===== config.mk =====
export PLATFORM = sky130hd
export DESIGN_NAME = nibble_host_port_irq
export DESIGN_NICKNAME = d
export VERILOG_FILES = /design/src/inc/nibble_port_pkg.sv /design/src/design/nibble_host_port_irq.sv /design/src/design/pin_sync.sv /design/src/design/event_status.sv
export SDC_FILE = /design/constraint.sdc
export NUM_CORES = 1
export LEC_CHECK = 0
export BUFFER_PORTS_ARGS = -buffer_cell sky130_fd_sc_hd__buf_2
export CORE_MARGIN = 8
export CORE_UTILIZATION = 40
export DETAILED_ROUTE_END_ITERATION = 16
export GPL_ROUTABILITY_DRIVEN = 1
export SKIP_CTS_REPAIR_TIMING = 1
export SYNTH_ARGS = -nofsm -noshare
export SYNTH_HDL_FRONTEND = slang
export SYNTH_SLANG_ARGS = --single-unit

===== constraint.sdc =====
create_clock -name ref_clk -period 3.52 [get_ports ref_clk]
set_input_delay 0.352 -clock ref_clk [delete_from_list [all_inputs] [get_ports ref_clk]]
set_output_delay 0.352 -clock ref_clk [all_outputs]
set_load 0.02 [all_outputs]

===== src/inc/nibble_port_pkg.sv =====
// constants, carriers and helpers shared by the nibble host port
// assumes one clock domain and a host that strobes the nibble bus

package nibble_port_pkg;

    localparam int NIB_W = 4;
    localparam int DATA_W = 8;
    localparam int WORD_W = 24;
    localparam int EV_N = 4;
    localparam int CTRL_REGS = 9;

    // register map
    localparam logic [3:0] ADDR_CTRL_LAST = 4'h8;
    localparam logic [3:0] ADDR_MISC2 = 4'h8;
    localparam logic [3:0] ADDR_IRQ = 4'h9;
    localparam logic [3:0] ADDR_TB = 4'ha;
    localparam logic [3:0] ADDR_SIG = 4'hb;
    localparam logic [3:0] ADDR_POS = 4'hc;
    localparam logic [3:0] ADDR_NEG = 4'hd;
    localparam logic [3:0] ADDR_FAST = 4'he;
    localparam logic [3:0] ADDR_PREC = 4'hf;

    localparam logic [7:0] CTRL_RESET = 8'h00;
    localparam logic [3:0] EN_RESET = 4'h0;

    // nibble transfers per register width
    localparam logic [2:0] NIB_REG = 3'h2;
    localparam logic [2:0] NIB_SHORT = 3'h4;
    localparam logic [2:0] NIB_LONG = 3'h6;
    localparam logic [2:0] NIB_MAX = 3'h7;

    // event bit positions
    localparam int EV_FREQ = 3;
    localparam int EV_PEAK = 2;
    localparam int EV_FAST = 1;
    localparam int EV_PREC = 0;

    // read-only flag field of the buzzer/detector register
    localparam int MISC2_RO_LSB = 4;
    localparam int MISC2_RO_W = 3;

    typedef struct packed {
        logic cs_n;
        logic wr_n;
        logic rd_n;
        logic ale;
        logic [3:0] bus;
    } host_pins_t;

    localparam host_pins_t PINS_IDLE = '{cs_n: 1'b1, wr_n: 1'b1, rd_n: 1'b1,
                                         ale: 1'b0, bus: 4'h0};

    typedef struct packed {
        logic [23:0] timebase;
        logic [23:0] signal;
        logic [15:0] pos_peak;
        logic [15:0] neg_peak;
        logic [15:0] fast;
        logic [23:0] precise;
    } meas_values_t;

    // nibble reads that one full value of a register takes
    function automatic logic [2:0] nib_total(input logic [3:0] a);
        if (a == ADDR_TB || a == ADDR_SIG || a == ADDR_PREC) begin
            nib_total = NIB_LONG;
        end else if (a >= ADDR_POS) begin
            nib_total = NIB_SHORT;
        end else begin
            nib_total = NIB_REG;
        end
    endfunction

    // nibble idx of a value, most significant first
    function automatic logic [3:0] nib_pick(input logic [23:0] w,
                                            input logic [2:0] total,
                                            input logic [2:0] idx);
        logic [2:0] k;
        k = 3'(total - idx - 3'h1);
        if (idx >= total) begin
            nib_pick = 4'h0;
        end else begin
            nib_pick = w[{k, 2'b00} +: 4];
        end
    endfunction

endpackage


===== src/design/nibble_host_port_irq.sv =====
// host port of the meter front end: nibble bus, registers, interrupt
// assumes host pins are asynchronous; measurement inputs are on ref_clk

module nibble_host_port_irq
    import nibble_port_pkg::*;
(
    input wire logic ref_clk,
    input wire logic reset,
    input wire host_pins_t pins,
    input wire meas_values_t meas_in,
    input wire logic [EV_N-1:0] meas_new,
    input wire logic [MISC2_RO_W-1:0] misc2_flags,
    output logic [3:0] nibble_bus_out,
    output logic nibble_bus_oe_n,
    output logic host_interrupt_n,
    output logic [CTRL_REGS-1:0][DATA_W-1:0] ctrl_r
);

    host_pins_t pins_s;
    logic wr_prev_r;
    logic rd_prev_r;
    logic cs_prev_r;
    logic [3:0] addr_r;
    logic [2:0] nibble_cycle_counter;
    logic [3:0] hold_r;
    logic [3:0] event_irq_enable_bits;
    logic [EV_N-1:0] event_status_bits;
    logic [WORD_W-1:0] snap_r;
    logic [3:0] bus_out_r;
    logic oe_n_r;
    logic irq_n_r;

    // host pins cross into ref_clk before anything reads them
    pin_sync #(
        .W($bits(host_pins_t)),
        .IDLE(PINS_IDLE)
    ) u_sync (
        .ref_clk(ref_clk),
        .reset(reset),
        .pins(pins),
        .pins_s(pins_s)
    );

    // strobe edges; cs sampled a cycle late so a shared release counts
    wire cs_act = ~pins_s.cs_n;
    wire ale_s = pins_s.ale;
    wire wr_rise = pins_s.wr_n & ~wr_prev_r & cs_prev_r & ~ale_s;
    wire rd_rise = pins_s.rd_n & ~rd_prev_r & cs_prev_r & ~ale_s;
    wire rd_fall = ~pins_s.rd_n & rd_prev_r & cs_act;
    wire rd_active = ~pins_s.rd_n & cs_act;

    // address decode
    wire is_ctrl = addr_r <= ADDR_CTRL_LAST;
    wire is_irq = addr_r == ADDR_IRQ;
    wire [2:0] total = nib_total(addr_r);
    wire last_nib = nibble_cycle_counter == 3'(total - 3'h1);

    // write path: upper nibble held, byte written on second nibble
    wire wr_first = wr_rise & (nibble_cycle_counter == 3'h0);
    wire wr_commit = wr_rise & (nibble_cycle_counter == 3'h1);
    wire [DATA_W-1:0] wr_data = {hold_r, pins_s.bus};
    wire wr_ctrl = wr_commit & is_ctrl;
    wire wr_irq = wr_commit & is_irq;

    // read values; reserved bits of the flag field come from the pins
    wire [DATA_W-1:0] misc2_rd = {ctrl_r[ADDR_MISC2][7], misc2_flags,
                                  ctrl_r[ADDR_MISC2][3:0]};
    wire [DATA_W-1:0] irq_rd = {event_status_bits, event_irq_enable_bits};
    logic [WORD_W-1:0] live_word;

    always_comb begin
        case (addr_r)
            ADDR_MISC2: live_word = {16'h0000, misc2_rd};
            ADDR_IRQ: live_word = {16'h0000, irq_rd};
            ADDR_TB: live_word = meas_in.timebase;
            ADDR_SIG: live_word = meas_in.signal;
            ADDR_POS: live_word = {8'h00, meas_in.pos_peak};
            ADDR_NEG: live_word = {8'h00, meas_in.neg_peak};
            ADDR_FAST: live_word = {8'h00, meas_in.fast};
            ADDR_PREC: live_word = meas_in.precise;
            default: live_word = {16'h0000, ctrl_r[addr_r]};
        endcase
    end

    // later nibbles come from a copy taken at the first, so a value
    // that updates mid-read cannot tear across nibbles
    wire [WORD_W-1:0] rd_word = (nibble_cycle_counter == 3'h0) ? live_word : snap_r;
    wire [3:0] rd_nibble = nib_pick(rd_word, total, nibble_cycle_counter);

    // end of the last nibble read of a register
    wire last_rd = rd_rise & last_nib;
    wire stat_read_done = last_rd & is_irq;

    // which status bit a completed measurement read clears
    logic [EV_N-1:0] read_clear_strobe;

    always_comb begin
        read_clear_strobe = '0;
        if (last_rd) begin
            case (addr_r)
                ADDR_SIG: read_clear_strobe[EV_FREQ] = 1'b1;
                ADDR_POS: read_clear_strobe[EV_PEAK] = 1'b1;
                ADDR_NEG: read_clear_strobe[EV_PEAK] = 1'b1;
                ADDR_FAST: read_clear_strobe[EV_FAST] = 1'b1;
                ADDR_PREC: read_clear_strobe[EV_PREC] = 1'b1;
                default: read_clear_strobe = '0;
            endcase
        end
    end

    event_status #(
        .N(EV_N)
    ) u_status (
        .ref_clk(ref_clk),
        .reset(reset),
        .set_ev(meas_new),
        .clr_ev(read_clear_strobe),
        .status_r(event_status_bits)
    );

    // interrupt: a new enabled event wins over the status read,
    // so the line stays low and the host must read again
    wire new_enabled = |(meas_new & event_irq_enable_bits);
    wire irq_n_nxt = ~new_enabled & (irq_n_r | stat_read_done);

    // strobe history; resets to idle pin levels so that leaving reset
    // never shows a false strobe edge
    always_ff @(posedge ref_clk) begin
        if (reset) begin
            wr_prev_r <= 1'b1;
            rd_prev_r <= 1'b1;
            cs_prev_r <= 1'b0;
        end else begin
            wr_prev_r <= pins_s.wr_n;
            rd_prev_r <= pins_s.rd_n;
            cs_prev_r <= cs_act;
        end
    end

    // address capture and nibble position; the counter saturates
    // instead of wrapping, so an over-long read returns zeros rather
    // than starting the value again
    always_ff @(posedge ref_clk) begin
        if (reset) begin
            addr_r <= 4'h0;
            nibble_cycle_counter <= 3'h0;
        end else if (ale_s) begin
            addr_r <= pins_s.bus;
            nibble_cycle_counter <= 3'h0;
        end else if ((wr_rise | rd_rise) && nibble_cycle_counter != NIB_MAX) begin
            nibble_cycle_counter <= nibble_cycle_counter + 3'h1;
        end
    end

    // write holding nibble and read copy
    always_ff @(posedge ref_clk) begin
        if (reset) begin
            hold_r <= 4'h0;
            snap_r <= '0;
        end else begin
            if (wr_first) begin
                hold_r <= pins_s.bus;
            end
            if (rd_fall && nibble_cycle_counter == 3'h0) begin
                snap_r <= live_word;
            end
        end
    end

    // control registers; writes above the interrupt register fall away
    always_ff @(posedge ref_clk) begin
        if (reset) begin
            ctrl_r <= {CTRL_REGS{CTRL_RESET}};
            event_irq_enable_bits <= EN_RESET;
        end else begin
            if (wr_ctrl) begin
                ctrl_r[addr_r] <= wr_data;
            end
            if (wr_irq) begin
                event_irq_enable_bits <= wr_data[3:0];
            end
        end
    end

    // pin drivers; registered, so read data reaches the host three edges
    // after its strobe falls, traded for glitch-free outputs
    always_ff @(posedge ref_clk) begin
        if (reset) begin
            bus_out_r <= 4'h0;
            oe_n_r <= 1'b1;
            irq_n_r <= 1'b1;
        end else begin
            bus_out_r <= rd_nibble;
            oe_n_r <= ~rd_active;
            irq_n_r <= irq_n_nxt;
        end
    end

    assign nibble_bus_out = bus_out_r;
    assign nibble_bus_oe_n = oe_n_r;
    assign host_interrupt_n = irq_n_r;
endmodule


===== src/design/pin_sync.sv =====
// two-stage synchroniser for a group of host pins
// assumes the pins are asynchronous to ref_clk

module pin_sync
    import nibble_port_pkg::*;
#(
    parameter int W = 8,
    parameter logic [W-1:0] IDLE = '0
) (
    input wire logic ref_clk,
    input wire logic reset,
    input wire logic [W-1:0] pins,
    output logic [W-1:0] pins_s
);

    logic [W-1:0] meta_r;

    // first stage feeds only the second stage
    always_ff @(posedge ref_clk) begin
        if (reset) begin
            meta_r <= IDLE;
            pins_s <= IDLE;
        end else begin
            meta_r <= pins;
            pins_s <= meta_r;
        end
    end

endmodule


===== src/design/event_status.sv =====
// sticky event status bits, set by new measurements, cleared by reads
// assumes set and clear are one-cycle pulses on ref_clk

module event_status
    import nibble_port_pkg::*;
#(
    parameter int N = EV_N
) (
    input wire logic ref_clk,
    input wire logic reset,
    input wire logic [N-1:0] set_ev,
    input wire logic [N-1:0] clr_ev,
    output logic [N-1:0] status_r
);

    logic [N-1:0] status_nxt;

    // a set in the clearing cycle wins, so no event is lost
    assign status_nxt = set_ev | (status_r & ~clr_ev);

    always_ff @(posedge ref_clk) begin
        if (reset) begin
            status_r <= '0;
        end else begin
            status_r <= status_nxt;
        end
    end
endmodule


# Word level (Yosys, flattened, before mapping)
# Cells that the tools add are included.
# word_totals
n_memories,0
rom_bits,0
regBits,140
latchBits,0
in_bits,137
word_cells,97
ram_bits,0
# op_classes
multipliers,0
n_shift,1
muxes,14
add_sub_neg,4
div,0
reduce_logical,10
eq_ne,11
bitwise,29
magnitude_cmp,5
# op_table
cell,count
24-bit case mux with 8 select lines,1
72-bit bitwise mux,1
8-bit binary-select mux with 4-bit select,1
8-bit demux with 4-bit select,1
4-bit equality test (second input constant),8
24-bit two-way mux,1
24-bit by 6-bit indexed part select with 4-bit output,1
1-bit AND,16
8-bit two-way mux,2
4-bit AND,2
1-bit inverter,7
3-bit two-way mux,2
2-bit OR reduction,3
3-bit by 1-bit subtractor with 3-bit output (second input constant),2
4-bit by 5-bit less-than comparator with 1-bit output (second input constant),1
4-bit by 1-bit greater-or-equal comparator with 1-bit output (second input constant),1
4-bit greater-or-equal comparator (second input constant),1
4-bit less-or-equal comparator (second input constant),1
1-bit two-way mux,4
4-bit two-way mux,1
4-bit inverter,1
4-bit bitwise OR,1
4-bit OR reduction,1
3-bit by 1-bit adder with 3-bit output (second input constant),1
9 further kinds,13

# Logic depth before layout (Yosys ltp)
# Gate-level depths: netlist (run 1).
# depth
ltp_word,11
depth_mapped,12
mapped_depth_nobuf,9

# Hierarchy
# A second synthesis (run 1) with hierarchy kept.
# hier_totals
cells_unflattened,852
hier_area_um2,7579.8
# modules_own_cells
module,area_per_inst_um2,n_inst,cells_per_inst
nibble_host_port_irq,7000.5,1,803
pin_sync,439.2,1,33
event_status,140.1,1,16

# Worst setup path after synthesis (run 1)
# OpenSTA, ideal clock, no wires.
# synth_path
path_kind,reg2reg
startpoint,register addr_r[3]
endpoint,register u_status.status_r[3]
path_slack_ns,0.721
stages_incl_launch_ff,13
path_buffers,4
setup_time_ns,0.128
arrival_ns,2.672
required_time_ns,3.392
cell_sequence,dfxtp_1 -> buf_2 -> buf_2 -> buf_2 -> nand3_1 -> ha_1 -> buf_2 -> inv_1 -> nand2_1 -> or4b_4 -> or3_1 -> a21oi_1 -> nor2_1
# synth_via
elab_chain_len,11
elab_cells_between_ends,16
# synth_rtl
item,line_no,text
start: declaration,nibble_host_port_irq.sv:23,logic [3:0] addr_r;
start signal: assignment,nibble_host_port_irq.sv:148,addr_r <= pins_s.bus;
branches (longest 7 deep; another with 4-bit greater-or-equal comparator),-,
4-bit two-way mux *,nibble_host_port_irq.sv:99,if (last_rd) begin
4-bit inverter *,event_status.sv:19,assign status_nxt = set_ev | (status_r & ~clr_ev);
4-bit AND *,event_status.sv:19,
4-bit bitwise OR *,event_status.sv:19,
end signal: assignment,event_status.sv:25,status_r <= status_nxt;
end: declaration,event_status.sv:13,output logic [N-1:0] status_r
# Mark *: on every way between the ends.
# A chain may end at the register's enable or synchronous reset.

# Worst setup path in the final report (run 1)
# layout_path
startpoint,register addr_r[2]
endpoint,register u_status.status_r[1]
# layout_via
elab_chain_len,11
elab_cells_between_ends,17
# layout_rtl
item,line_no
branches (longest 7 deep; another with 4-bit greater-or-equal comparator),-
4-bit two-way mux *,nibble_host_port_irq.sv:99
4-bit inverter *,event_status.sv:19
4-bit AND *,event_status.sv:19
4-bit bitwise OR *,event_status.sv:19
# Marked as above.

==> results of run 1 <==
worst register-to-register path, stage by stage, from the launching register on:
cell,delay [ns]
dfxtp_2,0.66
nand3_1,0.19
ha_1,0.47
inv_1,0.18
nand2_1,0.12
or4b_4,0.58
or3_1,0.33
a21oi_1,0.15
nor2_1,0.05
power by group through the flow:
stage               sequential (mW)  combinational, mW  clock [mW]
floorplan                      1.64             0.0982           0
global placement               1.65              0.193           0
detailed placement             1.65              0.194           0
CTS                            1.62              0.195        1.80
global route                   1.62              0.212        1.86
finish                         1.62              0.195        1.77
cell families after synthesis:
group | count (synthesis)
buf+inv | 79
mux | 151
fa+ha+maj | 7
flops | 140
xor+xnor | 2
simple gates | 290
compound gates | 155
area by class of cell:
cell class | count | area share, %
Sequential cell | 140 | 30.6
Clock inverter | 12 | 1.50
Clock buffer | 20 | 4.87
Inverter | 12 | 0.505
Multi-Input combinational cell | 605 | 46.1
Timing Repair Buffer | 231 | 13.2
Tap cell | 234 | 3.19
placed cells by master, fill, tap and decap left out, types with 9 or more instances in the layout:
| cell | synthesis | routed |
|---|---|---|
| buf_2 | 17 | 213 |
| dfxtp_1 | 140 | 137 |
| mux2i_1 | 125 | 125 |
| nor2_1 | 116 | 116 |
| nand2_1 | 67 | 67 |
| a21oi_1 | 47 | 47 |
| nor2b_1 | 22 | 22 |
| o21ai_0 | 21 | 21 |
| nand3_1 | 19 | 19 |
| clkbuf_16 | 0 | 17 |
| buf_4 | 6 | 17 |
| mux2_2 | 16 | 16 |
| a22oi_1 | 14 | 14 |
| nor3_1 | 13 | 13 |
| inv_1 | 10 | 10 |
| o211ai_1 | 10 | 10 |
| or2_2 | 9 | 9 |
| a211oi_1 | 9 | 9 |
routing by layer:
layer | global-route usage [%] | routed length (um) | vias to the layer above | part of all wire, %
li1 | - | - | 3312 | -
met1 | 27.8 | 11600 | 3257 | 44
met2 | 35.5 | 12200 | 278 | 46
met3 | 6.18 | 1920 | 30 | 7.3
met4 | 7.85 | 600 | 0 | 2.3
met5 | 0 | 0 | - | 0
final timing paths:
path	end	slack, ns	cells past startpoint
setup / recovery	u_status.status_r[1]$_SDFF_PP0_	0.66	8
hold / removal	u_sync.meta_r[6]$_SDFF_PP1_	0.11	2
setup reg to reg	u_status.status_r[1]$_SDFF_PP0_	0.66	8
hold reg to reg	u_sync.pins_s[6]$_SDFF_PP1_	0.41	1
metrics by stage:
stage	hold slack, ns	utilization (%)	instance area [um^2]	worst slack, ns	instances
final	0.111	49.7	9170	0.656	1254
after global routing	0.0984	49.7	9170	0.484	1254
after CTS	0.0970	49.7	9170	0.678	1254
after detailed placement	0.394	46.5	8580	0.681	1222
after global placement	0.394	46.5	8580	0.728	1222
after floorplan	0.389	-	7430	0.721	824
registers in the layout, summed over array words and instances (netlist names):
register and cells:
ctrl_r 72, snap_r 24, u_sync.meta_r 8, u_sync.pins_s 8, addr_r 4, event_irq_enable_bits 4
hold_r 4, nibble_bus_out 4, u_status.status_r 4, nibble_cycle_counter 3, cs_prev_r 1, host_interrupt_n 1
nibble_bus_oe_n 1, rd_prev_r 1, wr_prev_r 1
==> flow_metrics.py, run 1 <==
metrics = {
    "detailed_routing": {
        "first_iter_violations": 524,
        "totalWireLength_mm": 26.3,
        "ant_nets": 0,
        "routedWlPerCell_um": 21.0,
        "firstDrtPassIters": 5,
        "via_per_inst": 5.48,
        "vias": 6877,
        "route.detailed.drc": 0,
    },
    "setup_path": {
        "cp_max_fo": 28,
        "critPathBufInv": 1,
        "critical_path_class": "reg2reg",
        "path_delay_family": "simple AND/OR/NAND/NOR gates",
        "cp-startpoint": "addr_r[2]$_SDFFE_PP0P_",
        "slowest_stage": "dfxtp_2",
        "r2r_start": "addr_r[2]$_SDFFE_PP0P_",
        "startpoint_type": "flop",
        "worstPathRequired_ns": 3.80,
        "crit_path_max_incr_delay_ns": 0.66,
        "critPathCaptureType": "flop",
        "path_cells": "nand3_1, ha_1, inv_1, nand2_1, or4b_4, or3_1, a21oi_1, nor2_1",
        "worstPathArrival_ns": 3.14,
    },
    "clock_network": {
        "clock-sinks": 140,
        "clockRootBuffer": "clkbuf_16",
        "cts.htree.levels": 4,
        "clock_latency_ns": 0.42,
        "cts_tree": "yes",
        "clockBufferDepth": 2,
        "clkSlewWorstSetupHoldPaths_ns": 0.06,
        "numCtsBuffers": 17,
    },
    "floorplanning": {
        "fp.coreArea_mm2": 0.0185,
        "die_h_um": 152,
        "dieArea_mm2": 0.0232,
        "rows": 50,
        "initial_utilization_pct": 40.3,
        "io_pins": 215,
        "dieWidth_um": 152,
    },
    "yosys": {
        "synth_top_family_by_area": "multiplexers",
        "synth_simple_gate_area_share_pct": 18.7,
        "synthAdderAreaFrac_pct": 1.18,
        "avgSynthCellArea_um2": 9.02,
        "syn_inst": 824,
        "synthMuxAreaShare_pct": 22.4,
        "synth-async-reset-ratio_pct": 0,
        "yosysWarnings": 0,
        "synth_most_common_cell": "dfxtp_1",
        "ys.flop_type": "dfxtp_1",
        "synth_area_mm2": 0.00743,
        "yosysSeqAreaShare_pct": 37.7,
        "synth_compound_area_share_pct": 14.4,
        "synth-seq-cells": 140,
        "synth.net_count": 968,
        "synth_edf_count": 0,
        "ys_types": 74,
        "netlist_top_cells_area": "dfxtp_1, mux2i_1, nor2_1",
        "synth_area_leader_cell": "dfxtp_1",
        "synthXorXnorAreaFrac_pct": 0.236,
        "yosys.area.top_type_share_pct": 37.7,
        "synth_common_cells": "dfxtp_1, mux2i_1, nor2_1, nand2_1, a21oi_1",
    },
    "global_routing": {
        "grt_max_degree": 74,
        "globalRouteOverflowTotal": 0,
        "antenna_found_initial": 0,
        "grt_pass1_vias": 6859,
        "grt_usage_pct": 22.1,
        "grt_pass1_wl_mm": 40.3,
    },
    "sta": {
        "maxSlewViolCount": 0,
        "slew_headroom_pct": 32.5,
        "setup_viol": 0,
        "fin_crit_sh_pct": 81.4,
        "setup-tns-final_ns": 0,
        "clock_skew_ns": 0.0122,
        "max_freq_mhz": 349,
        "worstMarginPinSlew_ns": 1.01,
        "hold_viol_final": 0,
        "rsz0062_at_grt": "no",
        "fin_crit_ns": 2.86,
    },
    "final_layout": {
        "drive_gt1_share_pct": 30.8,
        "nets": 1151,
        "seq_area_mm2": 0.00281,
        "area_growth_pct": 23.4,
        "n_antenna_cell": 0,
        "fillers": 1791,
        "multi_input_area_mm2": 0.00422,
    },
    "power_and_ir_drop": {
        "peakVddDrop_mv": 0.338,
        "p_int_mw": 2.76,
        "power_frac_clock_pct": 49.4,
        "power_mw": 3.58,
        "powerDensity_mw_per_mm2": 391,
        "pwr-share-comb_pct": 5.5,
        "power_leakage_nw": 4.25,
        "seqPwrFrac_pct": 45.1,
        "switching_share_pct": 22.9,
        "switching_power_uw": 819,
    },
    "placed_design": {
        "dp_hpwl_mm": 19.5,
        "place_congestion": 0.886,
        "portBuffers": 214,
    },
    "outcome": {
        "status": "finished clean",
    },
    "job": {
        "cap_violations": 0,
    },
    "hold_path": {
        "worstHoldStart": "pins[6]",
        "hp-class": "in2reg",
    },
}
No activity file was read; power rests on OpenSTA's default activity.
==> inputs of run 2 (changes only) <==
clock period = 2.8 ns   (was 3.52 ns; I/O delays follow)
==> flow_metrics.py, run 2 (synthesis gave the netlist of run 1 again) <==
metrics = {
    "global_routing": {
        "antenna_found_initial": 0,
        "grt_usage_pct": 22.1,
        "grt_pass1_wl_mm": 40.1,
        "grt_max_degree": 66,
        "globalRouteOverflowTotal": 0,
        "grt_pass1_vias": 6883,
    },
    "setup_path": {
        "r2r_start": "addr_r[2]$_SDFFE_PP0P_",
        "startpoint_type": "flop",
        "cp_max_fo": 16,
        "critPathCaptureType": "flop",
        "reg2reg_depth": 7,
        "endpoint": "nibble_bus_out[3]$_SDFF_PP0_",
        "rrSetupSlack_ns": 0.38,
        "worstPathArrival_ns": 2.72,
        "worstPathRequired_ns": 3.11,
        "cp-startpoint": "addr_r[2]$_SDFFE_PP0P_",
        "timing.rr.end": "nibble_bus_out[3]$_SDFF_PP0_",
        "critical_path_class": "reg2reg",
    },
    "floorplanning": {
        "fp.coreArea_mm2": 0.0185,
        "initial_utilization_pct": 40.3,
        "io_pins": 215,
        "dieWidth_um": 152,
        "die_h_um": 152,
        "rows": 50,
        "dieArea_mm2": 0.0232,
    },
    "power_and_ir_drop": {
        "peakVddDrop_mv": 0.393,
        "power_mw": 4.48,
        "power_leakage_nw": 4.30,
        "powerDensity_mw_per_mm2": 484,
    },
    "final_layout": {
        "layout_common_cells": "buf_2, dfxtp_1, mux2i_1, nor2_1, nand2_1",
        "stdcell_count": 1261,
        "largest_reg_flops": 72,
        "fillers": 1778,
        "largest_register": "ctrl_r",
        "reg_top3": "ctrl_r x72, snap_r x24",
        "final_common_cell": "buf_2",
        "n_antenna_cell": 0,
        "drive_gt1_share_pct": 31.3,
        "area_growth_pct": 24.5,
        "nets": 1159,
    },
    "outcome": {
        "status": "finished clean",
    },
    "sta": {
        "hold_viol_final": 0,
        "slew_headroom_pct": 41.2,
        "clock_skew_ns": 0.00671,
        "setup-tns-final_ns": 0,
        "fin_crit_sh_pct": 86.3,
        "whs_ns": 0.0407,
        "rsz0062_at_grt": "no",
        "fin_crit_ns": 2.42,
        "setup_viol": 0,
        "max_freq_mhz": 414,
        "maxSlewViolCount": 0,
        "worstMarginPinSlew_ns": 0.880,
    },
    "job": {
        "cap_violations": 0,
    },
    "clock_network": {
        "clockBufferDepth": 2,
        "cts_tree": "yes",
        "clkSlewWorstSetupHoldPaths_ns": 0.06,
        "clock-sinks": 140,
        "numCtsBuffers": 17,
        "clockRootBuffer": "clkbuf_16",
        "cts.htree.levels": 4,
        "clock_latency_ns": 0.42,
    },
    "detailed_routing": {
        "via_per_inst": 5.56,
        "totalWireLength_mm": 26.3,
        "firstDrtPassIters": 7,
        "vias": 7011,
        "first_iter_violations": 548,
        "route.detailed.drc": 0,
        "routedWlPerCell_um": 20.9,
        "ant_nets": 0,
    },
    "placed_design": {
        "place_congestion": 0.931,
        "dp_hpwl_mm": 19.7,
        "portBuffers": 214,
        "dp_cells": 1230,
    },
    "hold_path": {
        "hp-class": "in2reg",
    },
}
## run 2: critical path, stage by stage (launching register included)
cell and delay (ns):
dfxtp_2 0.48, buf_4 0.30, nor2b_1 0.50, o21ai_0 0.18
a221oi_1 0.34, o21ai_0 0.22, a22oi_1 0.21, o21ai_1 0.08
## run 2: metrics by stage
stage,area (um^2),utilization (%),worst slack (ns)
floorplan,7430,-,0.000675
global placement,8670,47.0,0.457
detailed placement,8670,47.0,0.415
CTS,9250,50.1,0.399
global route,9250,50.1,0.0952
finish,9250,50.1,0.385
## run 2: power by group
part / switching [mW] / internal (mW)
clock network: 0.855 / 1.34
registers: 0.0204 / 2.01
logic: 0.127 / 0.124
## run 2: worst min-delay path by stage
stage,from,to,slack (ns),depth (start not counted)
2_1_floorplan,pins[5],u_sync.meta_r[5]$_SDFF_PP1_,0.38,1
3_3_place_gp,u_sync.meta_r[6]$_SDFF_PP1_,u_sync.pins_s[6]$_SDFF_PP1_,0.40,1
3_5_place_dp,u_sync.meta_r[6]$_SDFF_PP1_,u_sync.pins_s[6]$_SDFF_PP1_,0.39,1
4_1_cts,pins[6],u_sync.meta_r[6]$_SDFF_PP1_,0.03,2
5_1_grt,pins[7],u_sync.meta_r[7]$_SDFF_PP1_,0.03,2
6_report,pins[6],u_sync.meta_r[6]$_SDFF_PP1_,0.04,2
## run 2: routing by layer
| metal | global-route usage (%) | vias up | share of wire (%) | routed length (um) |
|---|---|---|---|---|
| li1 | - | 3345 | - | - |
| met1 | 27.2 | 3310 | 43 | 11300 |
| met2 | 35.8 | 308 | 47 | 12300 |
| met3 | 6.49 | 48 | 7.9 | 2090 |
| met4 | 8.42 | 0 | 2.6 | 677 |
| met5 | 0 | - | 0 | 0 |
## run 2: cell type report
cell class | instances | area (um^2) | share of cell area (%)
repair buffers | 239 | 1300 | 14.0
clock inverters | 8 | 83.8 | 0.906
inverters | 12 | 46.3 | 0.500
flip-flops and latches | 140 | 2810 | 30.4
clock buffers | 23 | 499 | 5.40
multi-input cells | 605 | 4220 | 45.6
well taps | 234 | 293 | 3.16
==> inputs of run 3 (changes only) <==
REMOVE_ABC_BUFFERS = 1   (was not set)
==> flow_metrics.py, run 3 (synthesis gave the netlist of run 1 again) <==
metrics = {
    "outcome": {
        "status": "finished clean",
    },
    "final_layout": {
        "fin_util_pct": 50.0,
        "layout_common_cells": "buf_2, dfxtp_1, mux2i_1, nor2_1, nand2_1",
        "drive_gt1_share_pct": 31.4,
        "final_common_cell": "buf_2",
        "n_antenna_cell": 0,
        "largest_reg_flops": 72,
        "fillers": 1779,
        "largest_register": "ctrl_r",
        "reg_top3": "ctrl_r x72, snap_r x24",
        "area_growth_pct": 24.2,
        "nets": 1160,
    },
    "setup_path": {
        "worstPathRequired_ns": 3.08,
        "critical_path_class": "reg2reg",
        "worstPathArrival_ns": 2.63,
        "timing.rr.end": "u_status.status_r[3]$_SDFF_PP0_",
        "startpoint_type": "flop",
        "cp-startpoint": "addr_r[1]$_SDFFE_PP0P_",
        "cp_max_fo": 5,
        "reg2reg_depth": 9,
        "r2r_start": "addr_r[1]$_SDFFE_PP0P_",
        "critPathCaptureType": "flop",
        "endpoint": "u_status.status_r[3]$_SDFF_PP0_",
        "rrSetupSlack_ns": 0.46,
    },
    "global_routing": {
        "globalRouteOverflowTotal": 0,
        "grt_max_degree": 61,
        "grt_pass1_vias": 6928,
        "grt_pass1_wl_mm": 39.8,
        "antenna_found_initial": 0,
        "grt_usage_pct": 21.7,
    },
    "sta": {
        "clock_skew_ns": 0.00748,
        "hold_viol_final": 0,
        "fin_crit_sh_pct": 83.7,
        "layout_setup_ws_ns": 0.456,
        "rsz0062_at_grt": "no",
        "max_freq_mhz": 427,
        "setup_viol": 0,
        "worstMarginPinSlew_ns": 0.612,
        "fin_crit_ns": 2.34,
        "slew_headroom_pct": 59.2,
        "maxSlewViolCount": 0,
    },
    "placed_design": {
        "place_congestion": 0.821,
        "place_worst_setup_slack_ns": 0.450,
        "dp_hpwl_mm": 18.9,
        "portBuffers": 214,
    },
    "clock_network": {
        "cts_tree": "yes",
        "clock_latency_ns": 0.42,
        "clock-sinks": 140,
        "clockRootBuffer": "clkbuf_16",
        "clkSlewWorstSetupHoldPaths_ns": 0.06,
        "cts.htree.levels": 4,
        "clockBufferDepth": 2,
        "numCtsBuffers": 17,
    },
    "detailed_routing": {
        "routedWlPerCell_um": 20.4,
        "firstDrtPassIters": 6,
        "totalWireLength_mm": 25.7,
        "route.detailed.drc": 0,
        "via_per_inst": 5.48,
        "ant_nets": 0,
        "vias": 6923,
        "first_iter_violations": 482,
    },
    "floorplanning": {
        "rows": 50,
        "dieWidth_um": 152,
        "fp.coreArea_mm2": 0.0185,
        "die_h_um": 152,
        "dieArea_mm2": 0.0232,
        "io_pins": 215,
        "initial_utilization_pct": 40.3,
    },
    "job": {
        "cap_violations": 0,
    },
    "hold_path": {
        "hp-class": "in2reg",
    },
    "power_and_ir_drop": {
        "power_leakage_nw": 4.29,
        "powerDensity_mw_per_mm2": 479,
        "peakVddDrop_mv": 0.492,
    },
}
run 3: worst min-delay path by stage:
stage	end	slack, ns	depth (start not counted)	from
global placement	u_sync.pins_s[7]$_SDFF_PP1_	0.39	1	u_sync.meta_r[7]$_SDFF_PP1_
CTS	u_sync.meta_r[5]$_SDFF_PP1_	0.03	2	pins[5]
finish	u_sync.meta_r[5]$_SDFF_PP1_	0.04	2	pins[5]
global route	u_sync.meta_r[5]$_SDFF_PP1_	0.03	2	pins[5]
detailed placement	u_sync.pins_s[7]$_SDFF_PP1_	0.39	1	u_sync.meta_r[7]$_SDFF_PP1_
floorplan	cs_prev_r$_SDFF_PP0_	0.35	1	reset
run 3: power by group:
| part | internal (mW) | switching, mW |
|---|---|---|
| combinational | 0.124 | 0.127 |
| sequential | 2.01 | 0.0192 |
| clock | 1.25 | 0.891 |
| total | 3.39 | 1.04 |
run 3: cell type report:
class	count	area (um^2)	area share, %
inverter	12	46.3	0.502
multi-input combinational	605	4220	45.8
sequential	140	2810	30.4
timing repair buffer	240	1290	14.0
clock buffer	20	447	4.84
tap	234	293	3.17
clock inverter	12	114	1.23
run 3: routing by layer:
metal	GRT usage (%)	part of all wire (%)	up-vias	wire (um)
li1	-	-	3336	-
met1	26.6	44	3326	11200
met2	37.2	49	234	12500
met3	5.47	6.1	27	1560
met4	5.43	1.6	0	409
met5	0	0	-	0
run 3: worst max-delay path, cell delays in order (launching register included):
cell     delay, ns
dfxtp_4       0.35
nand2_1       0.09
nand3_1       0.11
ha_1          0.30
inv_1         0.13
nand2_1       0.14
or4b_4        0.57
or3_1         0.32
a21oi_1       0.15
nor2_1        0.05
run 3: through the flow:
step	area, um^2	hold WS (ns)	TNS, ns	power [mW]	instances
3_5_place_dp	8660	0.394	0	2.32	1231
6_report	9230	0.0445	0	4.42	1263
5_1_grt	9230	0.0311	0	4.57	1263
3_3_place_gp	8660	0.393	0	2.32	1231
2_1_floorplan	7070	0.347	-35.41	2.15	757
4_1_cts	9230	0.0317	0	4.45	1263
